==> src/shared/bls_pkg.sv <==
// ****************************************************************
// boot load status constants
// ****************************************************************
package bls_pkg;

    // register byte addresses
    localparam logic [31:0] ADDR_PROGRESS  = 32'h0001_D3B8;
    localparam logic [31:0] ADDR_CONFIG    = 32'h0001_D3BC;

    // field widths
    localparam int          PAIRS_W        = 16;
    localparam int          BYTE_ADDR_W    = 16;
    localparam int          DEV_ADDR_W     = 7;
    localparam int          CHAIN_ZERO_W   = 3;

    // progress register layout
    localparam int          PAIRS_LSB      = 16;
    localparam int          BYTE_ADDR_LSB  = 0;

    // configuration view layout
    localparam int          BOOTING_BIT    = 31;
    localparam int          INHIBIT_BIT    = 30;
    localparam int          PTR_WIDTH_BIT  = 29;
    localparam int          PAGE_INC_BIT   = 28;
    localparam int          DEV_ADDR_LSB   = 0;

    // reset values
    localparam logic [15:0] PAIRS_RST      = 16'h0000;
    localparam logic [15:0] BYTE_ADDR_RST  = 16'h0000;
    localparam logic [6:0]  DEV_ADDR_RST   = 7'h00;
    localparam logic        BOOTING_RST    = 1'b0;
    localparam logic        PAGE_INC_RST   = 1'b0;
    localparam logic        PTR_WIDTH_RST  = 1'b0;
    localparam logic        INHIBIT_RST    = 1'b0;
    localparam logic [31:0] RDATA_RST      = 32'h0000_0000;

    // loader progress phases
    typedef enum logic [1:0] {
        BLS_IDLE,
        BLS_COUNT_HI,
        BLS_COUNT_LO,
        BLS_PAIRS
    } bls_state_e;

endpackage

==> src/bls_counter.sv <==
`timescale 1ns/1ps
// ****************************************************************
// loadable up/down counter
// ****************************************************************
module bls_counter #(
    parameter int             W   = 16,
    parameter logic [W-1:0]   RST = '0
) (
    // clock and reset
    input  wire logic         clk_i,
    input  wire logic         srst_i,
    // controls, load beats step
    input  wire logic         load_i,
    input  wire logic [W-1:0] load_val_i,
    input  wire logic         inc_i,
    input  wire logic         dec_i,
    // value
    output logic      [W-1:0] count_o
);

    localparam logic [W-1:0] ONE = {{(W-1){1'b0}}, 1'b1};

    logic [W-1:0] count;
    logic [W-1:0] next_count;

    // load first, then increment, then decrement
    always_comb begin
        next_count = count;
        if (load_i) begin
            next_count = load_val_i;
        end else if (inc_i) begin
            next_count = count + ONE;
        end else if (dec_i) begin
            next_count = count - ONE;
        end
    end

    // register
    always_ff @(posedge clk_i) begin
        if (srst_i) begin
            count <= RST;
        end else begin
            count <= next_count;
        end
    end

    assign count_o = count;

endmodule

==> src/bls_boot_status.sv <==
// Local design decision: the APB register port.
`timescale 1ns/1ps
// ****************************************************************
// boot load progress and configuration status view
// ****************************************************************
module bls_boot_status (
    // clock and reset
    input  wire logic        clk_i,
    input  wire logic        srst_i,
    // apb slave
    input  wire logic        psel_i,
    input  wire logic        penable_i,
    input  wire logic        pwrite_i,
    input  wire logic [31:0] paddr_i,
    input  wire logic [31:0] pwdata_i,
    output logic      [31:0] prdata_o,
    output logic             pready_o,
    output logic             pslverr_o,
    // boot engine events
    input  wire logic        boot_start_i,
    input  wire logic        boot_end_i,
    input  wire logic        chain_i,
    input  wire logic        byte_valid_i,
    input  wire logic [7:0]  byte_data_i,
    input  wire logic        pair_done_i,
    input  wire logic        dev_step_i,
    input  wire logic        load_inhibited_i,
    // boot control settings
    input  wire logic        control_pointer_width_i,
    input  wire logic        ctrl_page_inc_i,
    input  wire logic [6:0]  ctrl_dev_addr_i,
    input  wire logic [15:0] ctrl_chain_addr_i
);

    // ****************************************************************
    // state
    // ****************************************************************
    bls_pkg::bls_state_e state;
    bls_pkg::bls_state_e next_state;
    logic                booting;
    logic                next_booting;
    logic                rom_pointer_width;
    logic                next_rom_pointer_width;
    logic                device_select_advance;
    logic                next_device_select_advance;
    logic                load_inhibited;
    logic                next_load_inhibited;

    logic [15:0]         pairs_remaining;
    logic [15:0]         byte_addr;
    logic [6:0]          dev_addr;

    logic                start_take;
    logic                chain_take;
    logic                restart;
    logic                byte_take;
    logic                pairs_load;
    logic [15:0]         pairs_load_val;
    logic                pairs_dec;
    logic                dev_inc;

    // helpers for the counter load values and for checking
    logic [7:0]          pairs_hi;
    logic [12:0]         chain_hi;

    // ****************************************************************
    // event qualification
    // ****************************************************************
    // chain only means something while a sequence runs
    assign start_take = boot_start_i;
    assign chain_take = chain_i & booting;
    assign restart    = start_take | chain_take;
    // a byte in the restart cycle belongs to the old image, so drop it
    assign byte_take  = byte_valid_i & booting & ~restart;
    assign pairs_hi   = pairs_remaining[15:8];
    assign chain_hi   = ctrl_chain_addr_i[15:3];

    // phase, booting flag and captured settings
    always_comb begin
        next_state                 = state;
        next_booting               = booting;
        next_rom_pointer_width     = rom_pointer_width;
        next_device_select_advance = device_select_advance;
        next_load_inhibited        = load_inhibited_i;
        if (restart) begin
            next_state             = bls_pkg::BLS_COUNT_HI;
            next_booting           = 1'b1;
            next_rom_pointer_width = control_pointer_width_i;
            if (start_take) begin
                next_device_select_advance = ctrl_page_inc_i;
            end
        end else if (boot_end_i) begin
            next_state   = bls_pkg::BLS_IDLE;
            next_booting = 1'b0;
        end else if (byte_take) begin
            case (state)
                bls_pkg::BLS_COUNT_HI: begin
                    next_state = bls_pkg::BLS_COUNT_LO;
                end
                bls_pkg::BLS_COUNT_LO: begin
                    next_state = bls_pkg::BLS_PAIRS;
                end
                default: begin
                    next_state = state;
                end
            endcase
        end
    end

    // register the phase group
    always_ff @(posedge clk_i) begin
        if (srst_i) begin
            state                 <= bls_pkg::BLS_IDLE;
            booting               <= bls_pkg::BOOTING_RST;
            rom_pointer_width     <= bls_pkg::PTR_WIDTH_RST;
            device_select_advance <= bls_pkg::PAGE_INC_RST;
            load_inhibited        <= bls_pkg::INHIBIT_RST;
        end else begin
            state                 <= next_state;
            booting               <= next_booting;
            rom_pointer_width     <= next_rom_pointer_width;
            device_select_advance <= next_device_select_advance;
            load_inhibited        <= next_load_inhibited;
        end
    end

    // ****************************************************************
    // counters
    // ****************************************************************
    // count is big endian: first byte is the high half
    assign pairs_load     = byte_take & ((state == bls_pkg::BLS_COUNT_HI) |
                                         (state == bls_pkg::BLS_COUNT_LO));
    assign pairs_load_val = (state == bls_pkg::BLS_COUNT_HI) ?
                            {byte_data_i, 8'h00} : {pairs_hi, byte_data_i};
    // never wraps below zero if the engine over-reports
    assign pairs_dec      = pair_done_i & booting & ~restart & ~boot_end_i &
                            (state == bls_pkg::BLS_PAIRS) &
                            (pairs_remaining != 16'h0000);
    assign dev_inc        = dev_step_i & device_select_advance & booting &
                            ~restart;

    bls_counter #(
        .W          (bls_pkg::PAIRS_W),
        .RST        (bls_pkg::PAIRS_RST)
    ) u_pairs (
        .clk_i      (clk_i),
        .srst_i     (srst_i),
        .load_i     (pairs_load),
        .load_val_i (pairs_load_val),
        .inc_i      (1'b0),
        .dec_i      (pairs_dec),
        .count_o    (pairs_remaining)
    );

    bls_counter #(
        .W          (bls_pkg::BYTE_ADDR_W),
        .RST        (bls_pkg::BYTE_ADDR_RST)
    ) u_byte_addr (
        .clk_i      (clk_i),
        .srst_i     (srst_i),
        .load_i     (chain_take),
        .load_val_i ({chain_hi, {bls_pkg::CHAIN_ZERO_W{1'b0}}}),
        .inc_i      (byte_take),
        .dec_i      (1'b0),
        .count_o    (byte_addr)
    );

    bls_counter #(
        .W          (bls_pkg::DEV_ADDR_W),
        .RST        (bls_pkg::DEV_ADDR_RST)
    ) u_dev_addr (
        .clk_i      (clk_i),
        .srst_i     (srst_i),
        .load_i     (restart),
        .load_val_i (ctrl_dev_addr_i),
        .inc_i      (dev_inc),
        .dec_i      (1'b0),
        .count_o    (dev_addr)
    );

    // ****************************************************************
    // apb slave
    // ****************************************************************
    logic [31:0] next_prdata;
    logic        next_pready;
    logic        next_pslverr;
    logic [31:0] progress_word;
    logic [31:0] config_word;
    logic        access;

    // one wait state keeps every answer straight from a flop
    assign access = psel_i & penable_i & ~pready_o;

    // status words, reserved bits tied low
    always_comb begin
        progress_word = 32'h0000_0000;
        config_word   = 32'h0000_0000;
        progress_word[bls_pkg::PAIRS_LSB +: bls_pkg::PAIRS_W] = pairs_remaining;
        progress_word[bls_pkg::BYTE_ADDR_LSB +: bls_pkg::BYTE_ADDR_W] = byte_addr;
        config_word[bls_pkg::BOOTING_BIT]   = booting;
        config_word[bls_pkg::INHIBIT_BIT]   = load_inhibited;
        config_word[bls_pkg::PTR_WIDTH_BIT] = rom_pointer_width;
        config_word[bls_pkg::PAGE_INC_BIT]  = device_select_advance;
        config_word[bls_pkg::DEV_ADDR_LSB +: bls_pkg::DEV_ADDR_W] = dev_addr;
    end

    // answer: writes are accepted and dropped, unmapped gives an error
    always_comb begin
        next_prdata  = prdata_o;
        next_pready  = 1'b0;
        next_pslverr = 1'b0;
        if (access) begin
            next_pready = 1'b1;
            next_prdata = bls_pkg::RDATA_RST;
            if (paddr_i == bls_pkg::ADDR_PROGRESS) begin
                if (!pwrite_i) begin
                    next_prdata = progress_word;
                end
            end else if (paddr_i == bls_pkg::ADDR_CONFIG) begin
                if (!pwrite_i) begin
                    next_prdata = config_word;
                end
            end else begin
                next_pslverr = 1'b1;
            end
        end
    end

    // register the bus answer
    always_ff @(posedge clk_i) begin
        if (srst_i) begin
            prdata_o  <= bls_pkg::RDATA_RST;
            pready_o  <= 1'b0;
            pslverr_o <= 1'b0;
        end else begin
            prdata_o  <= next_prdata;
            pready_o  <= next_pready;
            pslverr_o <= next_pslverr;
        end
    end
endmodule

==> config.mk <==
export PLATFORM = sky130hd
export DESIGN_NAME = bls_boot_status
export DESIGN_NICKNAME = d
export VERILOG_FILES = /design/src/shared/bls_pkg.sv /design/src/bls_counter.sv /design/src/bls_boot_status.sv
export SDC_FILE = /design/constraint.sdc
export NUM_CORES = 1
export LEC_CHECK = 0
export BUFFER_PORTS_ARGS = -buffer_cell sky130_fd_sc_hd__buf_2
export CORE_UTILIZATION = 50
export CTS_CLUSTER_DIAMETER = 80
export CTS_CLUSTER_SIZE = 40
export DETAILED_ROUTE_END_ITERATION = 10
export GPL_TIMING_DRIVEN = 0
export HOLD_SLACK_MARGIN = 0.06
export PLACE_DENSITY = 0.81
export SYNTH_ARGS = -nofsm -noshare
export SYNTH_HDL_FRONTEND = slang
export SYNTH_SLANG_ARGS = --single-unit
==> constraint.sdc <==
create_clock -name clk_i -period 2.3 [get_ports clk_i]
set_input_delay 0 -clock clk_i [delete_from_list [all_inputs] [get_ports clk_i]]
set_output_delay 0 -clock clk_i [all_outputs]
set_load 0.1 [all_outputs]
Word-level counts from Yosys, hierarchy flattened
Index checks and enable logic that the tools add are counted.
{"block": "totals", "regBits": 79, "inputBits": 109, "mem_bits_ro": 0, "ram_bits": 0, "latchBits": 0, "memories": 0}
{"block": "classes", "add_sub_neg": 3, "n_reduce_logical": 15, "magnitude_cmp": 0, "bitwise_logic": 20, "n_shift": 0, "eq_ne": 6, "muxes": 19, "div": 0, "n_mul": 0}
{"operator": "32-bit two-way mux", "n": 4}
{"operator": "16-bit two-way mux", "n": 5}
{"operator": "32-bit by 17-bit == test with 1-bit output (second input constant)", "n": 2}
{"operator": "16-bit by 1-bit adder with 16-bit output (second input constant)", "n": 1}
{"operator": "16-bit nonzero test", "n": 1}
{"operator": "16-bit by 1-bit subtractor with 16-bit output (second input constant)", "n": 1}
{"operator": "1-bit AND", "n": 14}
{"operator": "7-bit two-way mux", "n": 2}
{"operator": "2-bit nonzero test", "n": 5}
{"operator": "2-bit AND reduction", "n": 4}
{"operator": "7-bit by 1-bit adder with 7-bit output (second input constant)", "n": 1}
{"operator": "1-bit two-way mux", "n": 7}
{"operator": "3-bit OR reduction", "n": 2}
{"operator": "2-bit == test (second input constant)", "n": 2}
{"operator": "1-bit NOT", "n": 4}
{"operator": "2-bit case mux with 2 select lines", "n": 1}
{"operator": "4-bit nonzero test", "n": 1}
{"operator": "3-bit nonzero test", "n": 1}
{"operator": "2-bit by 1-bit == test with 1-bit output (second input constant)", "n": 1}
{"operator": "2-bit by 1-bit != test with 1-bit output (second input constant)", "n": 1}
{"operator": "1-bit OR", "n": 2}
{"operator": "2-bit OR reduction", "n": 1}

Longest topological paths before layout
Gate-level depths: netlist (run 1).
{"block": "logic_depth", "depth_word": 9, "ltp_mapped": 9, "ltp_nobuf": 7}

Cells and area by module
From an unflattened synthesis (run 1), not the netlist that was laid out.
{"block": "hier_totals", "cells_unflattened": 656, "hier_area_um2": 5489.0}
{"mod": "bls_boot_status", "cells_each": 189, "seq_area_each_um2": 800.8, "area_per_inst_um2": 1798.0, "n_inst": 1}
{"mod": "bls_counter at u_byte_addr", "cells_each": 199, "seq_area_each_um2": 320.3, "area_per_inst_um2": 1531.5, "n_inst": 1}
{"mod": "bls_counter at u_pairs", "cells_each": 193, "seq_area_each_um2": 320.3, "area_per_inst_um2": 1519.0, "n_inst": 1}
{"mod": "bls_counter at u_dev_addr", "cells_each": 75, "seq_area_each_um2": 140.1, "area_per_inst_um2": 640.6, "n_inst": 1}

Least setup slack after synthesis (run 1)
OpenSTA, ideal clock, no wires.
{"block": "synth_path", "path_type": "flip-flop to flip-flop", "startpoint": "register pready_o", "endpoint": "register prdata_o[10]", "setup_time_ns": 0.068, "n_path_buf": 1, "stages_incl_launch_ff": 7, "arrival_time_ns": 2.122, "required_time_ns": 2.232, "setup_slack_ns": 0.110, "path_cell_list": "dfxtp_1 nand3b_1 or2_2 nor4_1 clkbuf_1 a22oi_1 nor2_1"}
{"block": "synth_via", "elab_chain_len": 2}
{"element": "start: declaration", "line": "bls_boot_status.sv:17", "source": "output logic pready_o,"}
{"element": "start signal: assignment", "line": "bls_boot_status.sv:237", "source": "pready_o <= next_pready;"}
{"element": "1-bit NOT", "line": "bls_boot_status.sv:192", "source": "assign access = psel_i & penable_i & ~pready_o;"}
{"element": "1-bit AND", "line": "bls_boot_status.sv:192"}
{"element": "end signal: assignment", "line": "bls_boot_status.sv:232", "source": "prdata_o <= bls_pkg::RDATA_RST;"}
{"element": "end signal: assignment", "line": "bls_boot_status.sv:236", "source": "prdata_o <= next_prdata;"}
{"element": "end: declaration", "line": "bls_boot_status.sv:16", "source": "output logic [31:0] prdata_o,"}
Every way passes these cells.
A chain may end at the register's enable or synchronous reset.

Worst setup path in the final report (run 1)
{"block": "layout_path", "startpoint": "register u_pairs.count[0] (netlist: u_pairs.count_o[0])", "endpoint": "register u_pairs.count[13] (netlist: u_pairs.count_o[13])"}
{"block": "layout_via", "elab_chain_len": 4, "word_cells_on_any_way": 7, "cone_classes": "add/sub (1); mux (2); bitwise (1); reduce/logical (3)"}
{"element": "start: declaration", "line": "bls_counter.sv:23", "source": "logic [W-1:0] count;"}
{"element": "start signal: assignment", "line": "bls_counter.sv:43", "source": "count <= next_count;"}
{"element": "parallel branches: the longest is 4 deep, another holds 16-bit by 1-bit subtractor with 16-bit output"}
Several ways; the timed one is not identified. The select of a mux whose other input is x is not followed.

==> summary.md, run 1 <==
| Metric | Value |
|---|---|
| Routed via count divided by cell count | between 5 and 6 |
| Remaining Overflow, GRT | 0 |
| Area overhead of the layout relative to synthesis | 31.4% |
| Fraction of the yosys area taken by sequential cells | 40.6% |
| Static leakage | 0.00209 µW |
| Highest fanout seen on the critical path | 8 |
| Clock sink count | between 70 and 80 |
| Number of setup violations in the final report | 0 |
| Required time at the endpoint of the critical path | 2520 ps |
| Number of buffers on the longest clock path | 2 |
| Count of vias placed by the detailed router | 4119 |
| Switching power total | 774 µW |
| Width of the chip | 90.2 µm |
| Global placement routability congestion | between 0.9 and 1 |
| List of cells traversed by the critical path | inv_1 > ha_1 > nor4b_4 > buf_4 > nand4_4 > and3_1 > buf_2 > a311oi_1 > nor4_1 |
| Class of the most critical hold timing path | input pin to flop |
| Top cell family by delay on the critical path | simple AND/OR/NAND/NOR gates |
| Proportion of total power due to net switching | 28.3% |
| Hold Fails Final Rpt | 0 |
| Post-route clock skew | 10.7 ps |
| Portion of total power attributed to the clock network | about a third |
| HPWL after DPL | 8560 µm |
| Maximum ir drop on the vdd rail | 308 µV |
| Clock tree root driver cell | sky130_fd_sc_hd__clkbuf_8 |
| Crit path capture type | flop |
| Number of nets with antenna violations after routing | 0 |
| Syn avg cell area | 8.67 µm² |
| Std-Cell Rows | 31 |
| Met1 layer wirelength in the final routing | roughly 5200 µm |
| Max Clk Rate | about 450 MHz |
| TritonCTS clock tree | built |
| Filler instances | 621 |
| Critical Path AT | approximately 2400 ps |
| Metal2 WL | between 5000 and 6000 µm |
| Placed cell count | 653 |
| Detailed-route wire length per cell | 17.3 µm |
| Finished layout cell area | 0.00511 mm² |
| Ant diodes | 0 |
| Total number of H-tree levels | 3 |
| Share of the cycle needed by the critical path after routing | 95.6% |
| Die height | 90.2 µm |
| DR WL met3 | 979 µm |
| Post-detailed-routing wire length | 12200 µm |
| Skew-Pair Late Insertion Delay | between 300 and 400 ps |
| Post-Syn Instances | 449 |
| Number of remaining DRC errors | 0 |
| Int Pwr | just under 2000 µW |
| Number of top-level pins | 143 |
| Final Net Count | 716 |
| Max-slew violation count | 0 |
| GRT Total Usage | 30.5% |
| Synth warnings | 0 |
| Net count after synthesis | 564 |
| Number of flops mapped to enable cells by yosys | 0 |
| Post-synthesis async set-or-reset flop share | 0% |
| Floorplan Core Area | 0.00737 mm² |
| Via count of the first global-routing pass | 3920 |
| Max layer used | met4 |
| Worst slew slack as a fraction of its limit | 56.1% |
| Drt first-iter violations | 259 |
| Max stage delay on crit path | 370 ps |
| Initial antenna violation count | 0 |
| Result of the run | finished, final reports clean |
| Final worst hold slack | 70.7 ps |
| Kind of critical path | flop to flop |
| I/O Buffers | between 100 and 150 |
| Initial Utilization | 52.8% |
| Slew @ Worst Pin | 654 ps |
| Register share of total power | a little over half |
| Max-Cap Viols | 0 |
| Finished Core Util | between 60% and 70% |
| Flip-flop and latch count after synthesis | 79 |
| Share of layout cells above drive strength 1 | 26.7% |
| Count of TritonRoute iterations in the first routing pass | 6 |
| Largest net degree at the start of global routing | 16 |
| Cell type of the slowest stage on the worst timing path | sky130_fd_sc_hd__dfxtp_1 |
| Clock transition at the registers of the reported paths | 90 ps |
| Critical path buffer and inverter count | 3 |
| Top FF cell, synth | sky130_fd_sc_hd__dfxtp_1 |
| Final critical delay including setup and external delays | 2200 ps |
| Unique masters post-synth | 60 |
| Power Dens Cells | 535 mW/mm² |
| Summed instance area of the synthesized netlist | 0.00389 mm² |
| Worst reg-to-reg setup slack | 100 ps |
| Post-placement cell area | approximately 0.0045 mm² |
| Non-Filler Instances | 705 |
| Wire length of the first global-routing pass | slightly below 20000 µm |
| Die area | 0.00814 mm² |
| TritonCTS buffer count | 9 |
| Startpoint class of the critical path | flop |
| Proportion of power drawn by combinational gates | 12.6% |
logic make-up after synthesis:
family                     count (synthesis)  synth area share [%]
adders and majority gates                  6                  1.93
DFF                                       79                  40.6
muxes                                     16                  4.50
and+or+nand+nor                          185                  25.5
buffers and inverters                     36                  3.89
xor gates and xnor gates                  15                  3.38
AOI/OAI and AO/OA                        112                  20.1
flip-flops by register name, indices dropped and copies added (netlist names), 2 cells and up:
signal and cells:
u_byte_addr.count_o 16, u_dev_addr.count_o 7, prdata_o 32, u_pairs.count_o 16, state 2
through the flow:
step	setup TNS, ps	setup WS [ps]	total power (µW)
after global placement	-396	-135	1740
after detailed placement	-165	-78.7	1750
after floorplan	0	110	1620
final	0	101	2740
after global routing	-31.7	-17.0	2840
after CTS	0	36.7	2740
worst paths after layout:
check                      from             endpoint  cells past startpoint
max          u_pairs.count_o[0]  u_pairs.count_o[13]                      9
min              byte_data_i[0]   u_pairs.count_o[8]                      3
max reg2reg  u_pairs.count_o[0]  u_pairs.count_o[13]                      9
min reg2reg   rom_pointer_width    rom_pointer_width                      2
worst register-to-register path, cell delays in order (launching register included):
cell and delay, ps:
sky130_fd_sc_hd__dfxtp_1 370, sky130_fd_sc_hd__inv_1 120, sky130_fd_sc_hd__ha_1 240, sky130_fd_sc_hd__nor4b_4 220, sky130_fd_sc_hd__buf_4 200, sky130_fd_sc_hd__nand4_4 160, sky130_fd_sc_hd__and3_1 240, sky130_fd_sc_hd__buf_2 160
sky130_fd_sc_hd__a311oi_1 270, sky130_fd_sc_hd__nor4_1 80
power by group through the flow:
stage	registers (µW)	logic (µW)	clock network, µW
floorplan	1460	157	0
global placement	1460	280	0
detailed placement	1460	287	0
CTS	1430	336	971
global route	1430	372	1030
finish	1430	344	960
cells in the final DEF, fill, tap and decap left out, types with 3 or more instances in the layout:
cell type and instances:
sky130_fd_sc_hd__dfxtp_1 79, sky130_fd_sc_hd__nor4_1 6, sky130_fd_sc_hd__dlygate4sd3_1 35, sky130_fd_sc_hd__xor2_1 8
sky130_fd_sc_hd__and3_1 6, sky130_fd_sc_hd__nor4_2 3, sky130_fd_sc_hd__a31oi_1 10, sky130_fd_sc_hd__or2_2 3
sky130_fd_sc_hd__a21oi_1 24, sky130_fd_sc_hd__mux2_2 12, sky130_fd_sc_hd__o21ai_0 11, sky130_fd_sc_hd__inv_1 7
sky130_fd_sc_hd__a211oi_1 13, sky130_fd_sc_hd__ha_1 6, sky130_fd_sc_hd__nand3b_1 3, sky130_fd_sc_hd__xnor2_1 7
sky130_fd_sc_hd__mux2i_1 4, sky130_fd_sc_hd__a22oi_1 35, sky130_fd_sc_hd__clkbuf_1 20, sky130_fd_sc_hd__clkbuf_8 9
sky130_fd_sc_hd__buf_2 112, sky130_fd_sc_hd__nand4_1 9, sky130_fd_sc_hd__nor3_1 16, sky130_fd_sc_hd__nor2_1 62
sky130_fd_sc_hd__inv_6 3, sky130_fd_sc_hd__nand3_1 16, sky130_fd_sc_hd__nand2_1 34
repair_timing:
item,4_1_cts,5_1_grt
endpoints found under the setup margin,5,7
endpoints found under the hold margin,37,0
buffers inserted,0,1
hold buffers,35,0
gates resized for setup,4,2
area by class of cell:
type	instances	area [µm²]	area share, %
plain buffers	29	125	2.45
clock buffers	9	124	2.42
clock inverters	7	55.1	1.08
inverters	7	26.3	0.514
multi-input cells	334	2190	42.9
flip-flops and latches	79	1580	30.9
well taps	99	124	2.42
repair buffers	141	883	17.3
routing by layer:
metal	GRT usage [%]	vias to the layer above
li1	-	1974
met1	40.1	1908
met2	50.7	217
met3	4.57	20
met4	10.8	0
met5	0	-
synthesized netlist by cell type (all sizes together) (2+ instances only):
| cell type | number | area (µm²) |
|---|---|---|
| dfxtp | 79 | 1580 |
| nand2 | 34 | 128 |
| nor3 | 18 | 90.1 |
| nand4b | 2 | 32.5 |
| mux2 | 12 | 135 |
| nand2b | 2 | 12.5 |
| clkbuf | 20 | 75.1 |
| o21ai | 11 | 55.1 |
| a31oi | 11 | 68.8 |
| nand4 | 10 | 68.8 |
| or2 | 3 | 18.8 |
| nand3b | 3 | 22.5 |
| inv | 7 | 26.3 |
| nand3 | 16 | 80.1 |
| a221oi | 2 | 17.5 |
| a211oi | 14 | 110 |
| a22oi | 35 | 263 |
| or4b | 2 | 23.8 |
| and4 | 2 | 17.5 |
| nor4b | 3 | 41.3 |
| a21oi | 24 | 120 |
| xnor2 | 7 | 61.3 |
| ha | 6 | 75.1 |
| xor2 | 8 | 70.1 |
| mux2i | 4 | 40.0 |
| nor2 | 63 | 236 |
| buf | 9 | 50.0 |
| or3 | 2 | 12.5 |
| nor4 | 10 | 90.1 |
| o311ai | 2 | 17.5 |
| or4 | 2 | 18.8 |
| a311oi | 2 | 17.5 |
| a2bb2oi | 2 | 17.5 |
| and3 | 6 | 37.5 |
Note: power is estimated with default switching activity, not from simulation.
==> inputs of run 2 (changes only) <==
--- a/config.mk
+++ b/config.mk
@@ -5,14 +5,17 @@
 export SDC_FILE = /design/constraint.sdc
 export NUM_CORES = 1
 export LEC_CHECK = 0
+export ABC_AREA = 1
 export BUFFER_PORTS_ARGS = -buffer_cell sky130_fd_sc_hd__buf_2
-export CORE_UTILIZATION = 50
+export CORE_UTILIZATION = 55
 export CTS_CLUSTER_DIAMETER = 80
 export CTS_CLUSTER_SIZE = 40
 export DETAILED_ROUTE_END_ITERATION = 10
 export GPL_TIMING_DRIVEN = 0
 export HOLD_SLACK_MARGIN = 0.06
-export PLACE_DENSITY = 0.81
+export PLACE_DENSITY = 0.82
+export SKIP_CTS_REPAIR_TIMING = 1
 export SYNTH_ARGS = -nofsm -noshare
 export SYNTH_HDL_FRONTEND = slang
+export SYNTH_HIERARCHICAL = 1
 export SYNTH_SLANG_ARGS = --single-unit
==> summary.md, run 2 <==
| Metric | Value |
|---|---|
| Setup repair after global routing missed its margin | true |
| Result of the run | complete, but fails checks |
| Flip-flop and latch count after synthesis | 79 |
| Width of the chip | 107 µm |
| Ant diodes | 0 |
| Number of remaining DRC errors | 0 |
| Endpoint of the worst register-to-register path | u_byte_addr/count_o[12] |
| Worst setup slack after layout | -173 ps |
| Leading cell type in the layout, fill and taps excluded | sky130_fd_sc_hd__nand2_1 |
| Number of setup violations in the final report | 7 |
| Global-route met2 utilization | between 40 and 50% |
| Reg2reg start | booting |
| Number of top-level pins | 143 |
| Most crowded layer after global routing | met2 |
| Required time at the endpoint of the critical path | 2600 ps |
| Critical Path AT | 2770 ps |
| Crit path launch | booting |
| I/O Buffers | 107 |
| Unique masters post-synth | 47 |
| Global Route met1 Usage | between 30 and 40% |
| Die area | 0.0113 mm² |
| Cell taking the most area after synthesis | sky130_fd_sc_hd__dfxtp_1 |
| Post-Syn Instances | slightly below 1000 |
| Violated checks | negative setup slack |
| Post-detailed-routing wire length | about 18000 µm |
| Finished Core Util | 73.6% |
| Capturing element of the worst setup path | u_byte_addr/count_o[12] |
| Cells on worst reg2reg path | 15 |
| Static leakage | about 0.0038 µW |
| Area overhead of the layout relative to synthesis | 28.1% |
| Die height | 107 µm |
| Max-slew violation count | 0 |
| Synth warnings | 6 |
| Most frequent cell after synthesis | sky130_fd_sc_hd__nand2_1 |
| Cell types with the largest area share after synthesis | sky130_fd_sc_hd__dfxtp_1 (26%), sky130_fd_sc_hd__nand2_1 (19%), sky130_fd_sc_hd__inv_1 (9.2%) |
| Hold Fails Final Rpt | 0 |
| Kind of critical path | flop to flop |
| Syn avg cell area | 6.21 µm² |
| Routed via count divided by cell count | roughly 5.4 |
| Clock sink count | 79 |
| Top FF cell, synth | sky130_fd_sc_hd__dfxtp_1 |
| Final critical delay including setup and external delays | 2470 ps |
| Max Clk Rate | 404 MHz |
| Clock tree root driver cell | sky130_fd_sc_hd__clkbuf_8 |
| Most flop-heavy register | prdata_o |
| Via count of the first global-routing pass | 5746 |
| GRT met3 Usage | 4.11% |
| Summed instance area of the synthesized netlist | 0.00601 mm² |
| Initial antenna violation count | 0 |
| Maximum ir drop on the vdd rail | 481 µV |
| Floorplan Core Area | 0.0105 mm² |
| Aggregate negative setup slack | -476 ps |
| GRT Total Usage | around 28% |
| Max stage delay on crit path | 370 ps |
| Clock transition at the registers of the reported paths | 90 ps |
| Fraction of post-synthesis cell area in the top cell type by area | 26.3% |
| Finished layout cell area | 0.00770 mm² |
| Skew-Pair Late Insertion Delay | 370 ps |
| Number of buffers on the longest clock path | 2 |
| Count of TritonRoute iterations in the first routing pass | 7 |
| Power Dens Cells | 672 mW/mm² |
| Post-placement cell area | 0.00675 mm² |
| Flip-flop count of the largest register, all copies and words added | 32 |
| List of cells traversed by the critical path | nand2_4 > nand2_4 > nor2_4 > clkinvlp_4 > buf_12 > buf_6 > ha_4 > nand2_4 > nor2_1 > nand3_1 > nand3_1 > nand2_1 > nand3_1 > nand2_1 > a21oi_1 |
| HPWL after DPL | 12400 µm |
| Highest fanout seen on the critical path | 7 |
| Detailed-route wire length per cell | 14.3 µm |
| Cell types with the highest counts after synthesis | sky130_fd_sc_hd__nand2_1 (299), sky130_fd_sc_hd__inv_1 (147), sky130_fd_sc_hd__nor2_1 (85) |
| Worst reg-to-reg setup slack | -170 ps |
| Initial Utilization | 57.4% |
| Max-Cap Viols | 0 |
| TritonCTS clock tree | built |
| Fraction of the yosys area taken by sequential cells | 26.3% |
| Cell type of the slowest stage on the worst timing path | sky130_fd_sc_hd__dfxtp_4 |
| Share of layout cells above drive strength 1 | between 20% and 30% |
| Slew @ Worst Pin | 600 ps |
| Drt first-iter violations | around 450 |
| Std-Cell Rows | 37 |
| Total number of H-tree levels | 3 |
| Global placement routability congestion | 0.904 |
| Class of the most critical hold timing path | input pin to flop |
| Remaining Overflow, GRT | 0 |
| Crit path capture type | flop |
| Number of nets with antenna violations after routing | 0 |
| Post-synthesis async set-or-reset flop share | 0% |
| Post-route clock skew | 11.6 ps |
| TritonCTS buffer count | 9 |
| Number of flops mapped to enable cells by yosys | 0 |
| Final Net Count | 1284 |
| Startpoint class of the critical path | flop |
| Share of the cycle needed by the critical path after routing | 108% |
| Count of vias placed by the detailed router | 6845 |
| Most frequent cells in the layout | sky130_fd_sc_hd__nand2_1 (287), sky130_fd_sc_hd__inv_1 (142), sky130_fd_sc_hd__buf_2 (113), sky130_fd_sc_hd__nor2_1 (82), sky130_fd_sc_hd__dfxtp_1 (78) |
| Wire length of the first global-routing pass | between 20000 and 30000 µm |
| Largest net degree at the start of global routing | 16 |
| Worst slew slack as a fraction of its limit | about three fifths |
==> run 2: cell count changes in the layout (fill, tap and decap cells not counted), moves of 13 or more <==
| cell | before | now |
|---|---|---|
| sky130_fd_sc_hd__nand3_1 | 16 | 59 |
| sky130_fd_sc_hd__inv_2 | 0 | 20 |
| sky130_fd_sc_hd__nand2_1 | 34 | 287 |
| sky130_fd_sc_hd__inv_1 | 7 | 142 |
| sky130_fd_sc_hd__nand2_2 | 0 | 22 |
| sky130_fd_sc_hd__a22o_1 | 0 | 17 |
| sky130_fd_sc_hd__a22oi_1 | 35 | 0 |
| sky130_fd_sc_hd__ha_1 | 6 | 22 |
| sky130_fd_sc_hd__nor2_1 | 62 | 82 |
| sky130_fd_sc_hd__nand3_2 | 0 | 13 |
| sky130_fd_sc_hd__ha_4 | 0 | 13 |
| sky130_fd_sc_hd__a21oi_2 | 0 | 13 |
| sky130_fd_sc_hd__a21oi_1 | 24 | 68 |
| sky130_fd_sc_hd__nor3_1 | 16 | 0 |
==> run 2: worst min-delay path by stage <==
stage                               from                      to  slack, ps  cells past startpoint
floorplan                         srst_i   u_dev_addr/count_o[6]         60                      1
global placement        load_inhibited_i          load_inhibited        240                      3
detailed placement      load_inhibited_i          load_inhibited        260                      3
CTS                     load_inhibited_i          load_inhibited       -130                      3
global route          ctrl_dev_addr_i[5]   u_dev_addr/count_o[5]         60                      5
finish              ctrl_chain_addr_i[9]  u_byte_addr/count_o[9]         10                      4
==> run 2: final cells by class <==
class | count | area, µm²
plain buffers | 30 | 176
multi-input cells | 702 | 3990
fillers | 838 | 2770
flip-flops and latches | 79 | 1590
repair buffers | 149 | 953
repair inverters | 1 | 7.51
clock inverters | 6 | 52.6
well taps | 136 | 170
inverters | 164 | 622
clock buffers | 10 | 138
==> run 2: cell families (layout without fill, tap and decap cells) <==
family | after synthesis | in the layout | synth area share [%]
buffers and inverters | 194 | 360 | 13.2
XOR/XNOR | 11 | 11 | 1.60
other | 1 | 9 | 0.0624
AO/OA/AOI/OAI | 134 | 134 | 13.5
adder cells (fa/ha/maj) | 39 | 39 | 8.50
AND/OR/NAND/NOR | 509 | 509 | 36.8
flip-flops | 79 | 79 | 26.3
==> run 2: report_power, final <==
group	switching (µW)	leakage [µW]	internal [µW]
registers	162	0.000647	1490
logic	1480	0.00311	1010
clock network	596	0.0000914	439
total	2240	0.00385	2940
==> run 2: metal layers <==
metal  wire length, µm  vias to the layer above
li1                  -                     3395
met1              7710                     3058
met2              8530                      331
met3              1450                       61
met4               598                        0
met5                 0                        -
==> run 2: critical path: cells and delay by family, from the launching register on <==
family                   cells  cell delay (ps)
buffers and inverters        3              420
flip-flops                   1              370
AND/OR/NAND/NOR             10             1150
adder cells (fa/ha/maj)      1              300
AO/OA/AOI/OAI                1              140
==> run 2: stage by stage <==
step                      total power, µW  instances  hold slack [ps]  setup WS, ps
final                                5170       1277             13.6          -173
after floorplan                      3130        975             62.4          48.8
after CTS                            4570       1234             -125          -659
after global routing                 5470       1277             60.8          -263
after global placement               3510       1218              237          -597
after detailed placement             3560       1218              263          -609
==> inputs of run 3 (changes only) <==
--- a/config.mk
+++ b/config.mk
@@ -7,15 +7,14 @@
 export LEC_CHECK = 0
 export ABC_AREA = 1
 export BUFFER_PORTS_ARGS = -buffer_cell sky130_fd_sc_hd__buf_2
-export CORE_UTILIZATION = 55
+export CORE_UTILIZATION = 52
 export CTS_CLUSTER_DIAMETER = 80
 export CTS_CLUSTER_SIZE = 40
 export DETAILED_ROUTE_END_ITERATION = 10
 export GPL_TIMING_DRIVEN = 0
 export HOLD_SLACK_MARGIN = 0.06
-export PLACE_DENSITY = 0.82
+export PLACE_DENSITY = 0.81
 export SKIP_CTS_REPAIR_TIMING = 1
 export SYNTH_ARGS = -nofsm -noshare
 export SYNTH_HDL_FRONTEND = slang
-export SYNTH_HIERARCHICAL = 1
 export SYNTH_SLANG_ARGS = --single-unit
==> summary.md, run 3 <==
| Metric | Value |
|---|---|
| Total number of H-tree levels | 3 |
| TritonCTS buffer count | 9 |
| Worst slew slack as a fraction of its limit | 57.9% |
| Std-Cell Rows | 33 |
| Synth warnings | 0 |
| Syn avg cell area | 6.14 µm² |
| Max-slew violation count | 0 |
| I/O Buffers | roughly 110 |
| Final Net Count | 1003 |
| HPWL after DPL | 9770 µm |
| Die area | a little over 0.009 mm² |
| Highest fanout seen on the critical path | 10 |
| Initial antenna violation count | 0 |
| Critical Path AT | a little over 2000 ps |
| Kind of critical path | flop to flop |
| Max-Cap Viols | 0 |
| Post-synthesis async set-or-reset flop share | 0% |
| Maximum ir drop on the vdd rail | about 330 µV |
| Ant diodes | 0 |
| Summed instance area of the synthesized netlist | 0.00455 mm² |
| Cell types with the highest counts after synthesis | sky130_fd_sc_hd__nand2_1 (229), sky130_fd_sc_hd__nor2_1 (111), sky130_fd_sc_hd__inv_1 (87) |
| Crit path capture type | flop |
| Net count after synthesis | roughly 860 |
| Drt first-iter violations | approximately 350 |
| Die height | 95.5 µm |
| Worst setup slack after layout | 506 ps |
| Share of layout cells above drive strength 1 | 16.7% |
| Number of setup violations in the final report | 0 |
| Share of the cycle needed by the critical path after routing | 78.0% |
| Detailed-route wire length per cell | 13.0 µm |
| Worst setup slack after placement | approximately 560 ps |
| Fraction of post-synthesis cell area in the top cell type by area | 34.8% |
| Floorplan Core Area | 0.00834 mm² |
| Cell type of the slowest stage on the worst timing path | sky130_fd_sc_hd__dfxtp_1 |
| List of cells traversed by the critical path | inv_1 > ha_1 > nand3_1 > nor2_1 > nand2_1 > nand2_1 > nand2_2 > buf_2 > nand3_1 > nand2_1 > nor2_1 |
| Clock transition at the registers of the reported paths | 90 ps |
| Filler instances | a little under 800 |
| Max Clk Rate | around 560 MHz |
| Clock sink count | 79 |
| Flip-flop count of the largest register, all copies and words added | 32 |
| Static leakage | 0.00279 µW |
| Number of top-level pins | 143 |
| Post-detailed-routing wire length | 13000 µm |
| Power Dens Cells | 547 mW/mm² |
| Unique masters post-synth | 35 |
| Max stage delay on crit path | between 300 and 400 ps |
| Final critical delay including setup and external delays | 1790 ps |
| Number of remaining DRC errors | 0 |
| Largest net degree at the start of global routing | 15 |
| Int Pwr | roughly 2300 µW |
| Startpoint class of the critical path | flop |
| Total chip power | 3150 µW |
| Initial Utilization | 54.5% |
| Clock tree root driver cell | sky130_fd_sc_hd__clkbuf_8 |
| Switching power total | 845 µW |
| Count of TritonRoute iterations in the first routing pass | 5 |
| Class of the most critical hold timing path | input pin to flop |
| Setup repair after global routing missed its margin | false |
| Width of the chip | ~96 µm |
| Result of the run | finished, final reports clean |
| Count of vias placed by the detailed router | 5237 |
| Proportion of total power due to net switching | 26.8% |
| Proportion of power drawn by combinational gates | 14.2% |
| Most flop-heavy register | prdata_o |
| Skew-Pair Late Insertion Delay | 360 ps |
| Portion of total power attributed to the clock network | 40.3% |
| Remaining Overflow, GRT | 0 |
| Cell types with the largest area share after synthesis | sky130_fd_sc_hd__dfxtp_1 (35%), sky130_fd_sc_hd__nand2_1 (19%), sky130_fd_sc_hd__nor2_1 (9.2%) |
| Area overhead of the layout relative to synthesis | 26.7% |
| Wire length of the first global-routing pass | just over 20000 µm |
| Via count of the first global-routing pass | between 4000 and 5000 |
| Routed via count divided by cell count | 5.25 |
| Global placement routability congestion | 0.960 |
| Most frequent cells in the layout | sky130_fd_sc_hd__nand2_1 (229), sky130_fd_sc_hd__buf_2 (114), sky130_fd_sc_hd__nor2_1 (111), sky130_fd_sc_hd__inv_1 (87), sky130_fd_sc_hd__dfxtp_1 (79) |
| Number of buffers on the longest clock path | 2 |
| Post-Syn Instances | 740 |
| GRT Total Usage | between 20% and 30% |
| Required time at the endpoint of the critical path | 2550 ps |
| Most frequent cell after synthesis | sky130_fd_sc_hd__nand2_1 |
| Finished Core Util | between 60 and 70% |
| Flip-flop and latch count after synthesis | 79 |
| Slew @ Worst Pin | 632 ps |
| Number of flops mapped to enable cells by yosys | 0 |
| Fraction of the yosys area taken by sequential cells | 34.8% |
| TritonCTS clock tree | built |
| Aggregate negative setup slack | 0 ps |
| Cell taking the most area after synthesis | sky130_fd_sc_hd__dfxtp_1 |
| Hold Fails Final Rpt | 0 |
| Post-route clock skew | 10.5 ps |
| Register share of total power | 45.5% |
| Number of nets with antenna violations after routing | 0 |
| Top FF cell, synth | sky130_fd_sc_hd__dfxtp_1 |
| Leading cell type in the layout, fill and taps excluded | sky130_fd_sc_hd__nand2_1 |
| Most numerous cell on the critical path | sky130_fd_sc_hd__nand2_1 |
==> run 3: cell types whose count changed after synthesis, moves of 9 or more <==
cell / delta
sky130_fd_sc_hd__o21ai_0: +22
sky130_fd_sc_hd__nand2_1: -70
sky130_fd_sc_hd__inv_2: -15
sky130_fd_sc_hd__nor2_1: +26
sky130_fd_sc_hd__a22o_1: -17
sky130_fd_sc_hd__o21ai_1: -9
sky130_fd_sc_hd__inv_1: -60
sky130_fd_sc_hd__nand2_2: -12
sky130_fd_sc_hd__a31oi_1: -10
sky130_fd_sc_hd__nor3_1: +11
sky130_fd_sc_hd__ha_1: -30
sky130_fd_sc_hd__a21oi_1: -23
==> run 3: path summary, 6_finish.rpt <==
| kind | startpoint | to | slack (ps) | cells after the start |
|---|---|---|---|---|
| min reg2reg | prdata_o[8] | prdata_o[8] | 470 | 2 |
| max | u_pairs.count_o[0] | u_pairs.count_o[2] | 510 | 11 |
| min | byte_data_i[4] | u_pairs.count_o[4] | 10 | 5 |
| max reg2reg | u_pairs.count_o[0] | u_pairs.count_o[2] | 510 | 11 |
==> run 3: layer usage <==
| metal | track usage, % | routed length (µm) |
|---|---|---|
| met3 | 5.82 | 936 |
| met4 | 10.3 | 309 |
| met1 | 36.5 | 5430 |
| met2 | 49.2 | 6340 |
| met5 | 0 | 0 |
==> run 3: layout make-up <==
class | count | area [µm²] | area share (%)
clock inverter | 7 | 120 | 2.08
tap | 105 | 131 | 2.28
buffer | 28 | 141 | 2.45
multi-input combinational | 544 | 2490 | 43.2
timing repair buffer | 137 | 841 | 14.6
clock buffer | 9 | 124 | 2.15
sequential | 79 | 1580 | 27.4
inverter | 89 | 337 | 5.84
==> run 3: per-stage QoR <==
step,area (µm²),cells,hold WS (ps)
after floorplan,4550,740,107
after global placement,5210,951,235
after detailed placement,5210,951,229
after CTS,5450,967,-148
after global routing,5760,998,62.3
final,5760,998,9.98
==> run 3: logic make-up (layout without fill, tap and decap cells) <==
kind of cell / Yosys count / count (layout) / share of synthesized area [%]
AOI/OAI and AO/OA: 97 / 97 / 12.0
xor gates and xnor gates: 2 / 2 / 0.385
adders and majority gates: 6 / 6 / 1.65
buffers and inverters: 117 / 270 / 10.5
DFF: 79 / 79 / 34.8
and+or+nand+nor: 439 / 439 / 40.7
==> run 3: worst max-delay path, delay by kind of cell (launching register included) <==
family | cells | cell delay, ps
and+or+nand+nor | 8 | 770
DFF | 1 | 370
adders and majority gates | 1 | 230
buffers and inverters | 2 | 320
==> run 3: power groups by stage <==
stage / Combinational [µW] / Sequential [µW] / Clock, µW
floorplan: 258 / 1470 / 0
global placement: 389 / 1470 / 0
detailed placement: 400 / 1470 / 0
CTS: 402 / 1440 / 1280
global route: 504 / 1440 / 1340
finish: 448 / 1440 / 1270
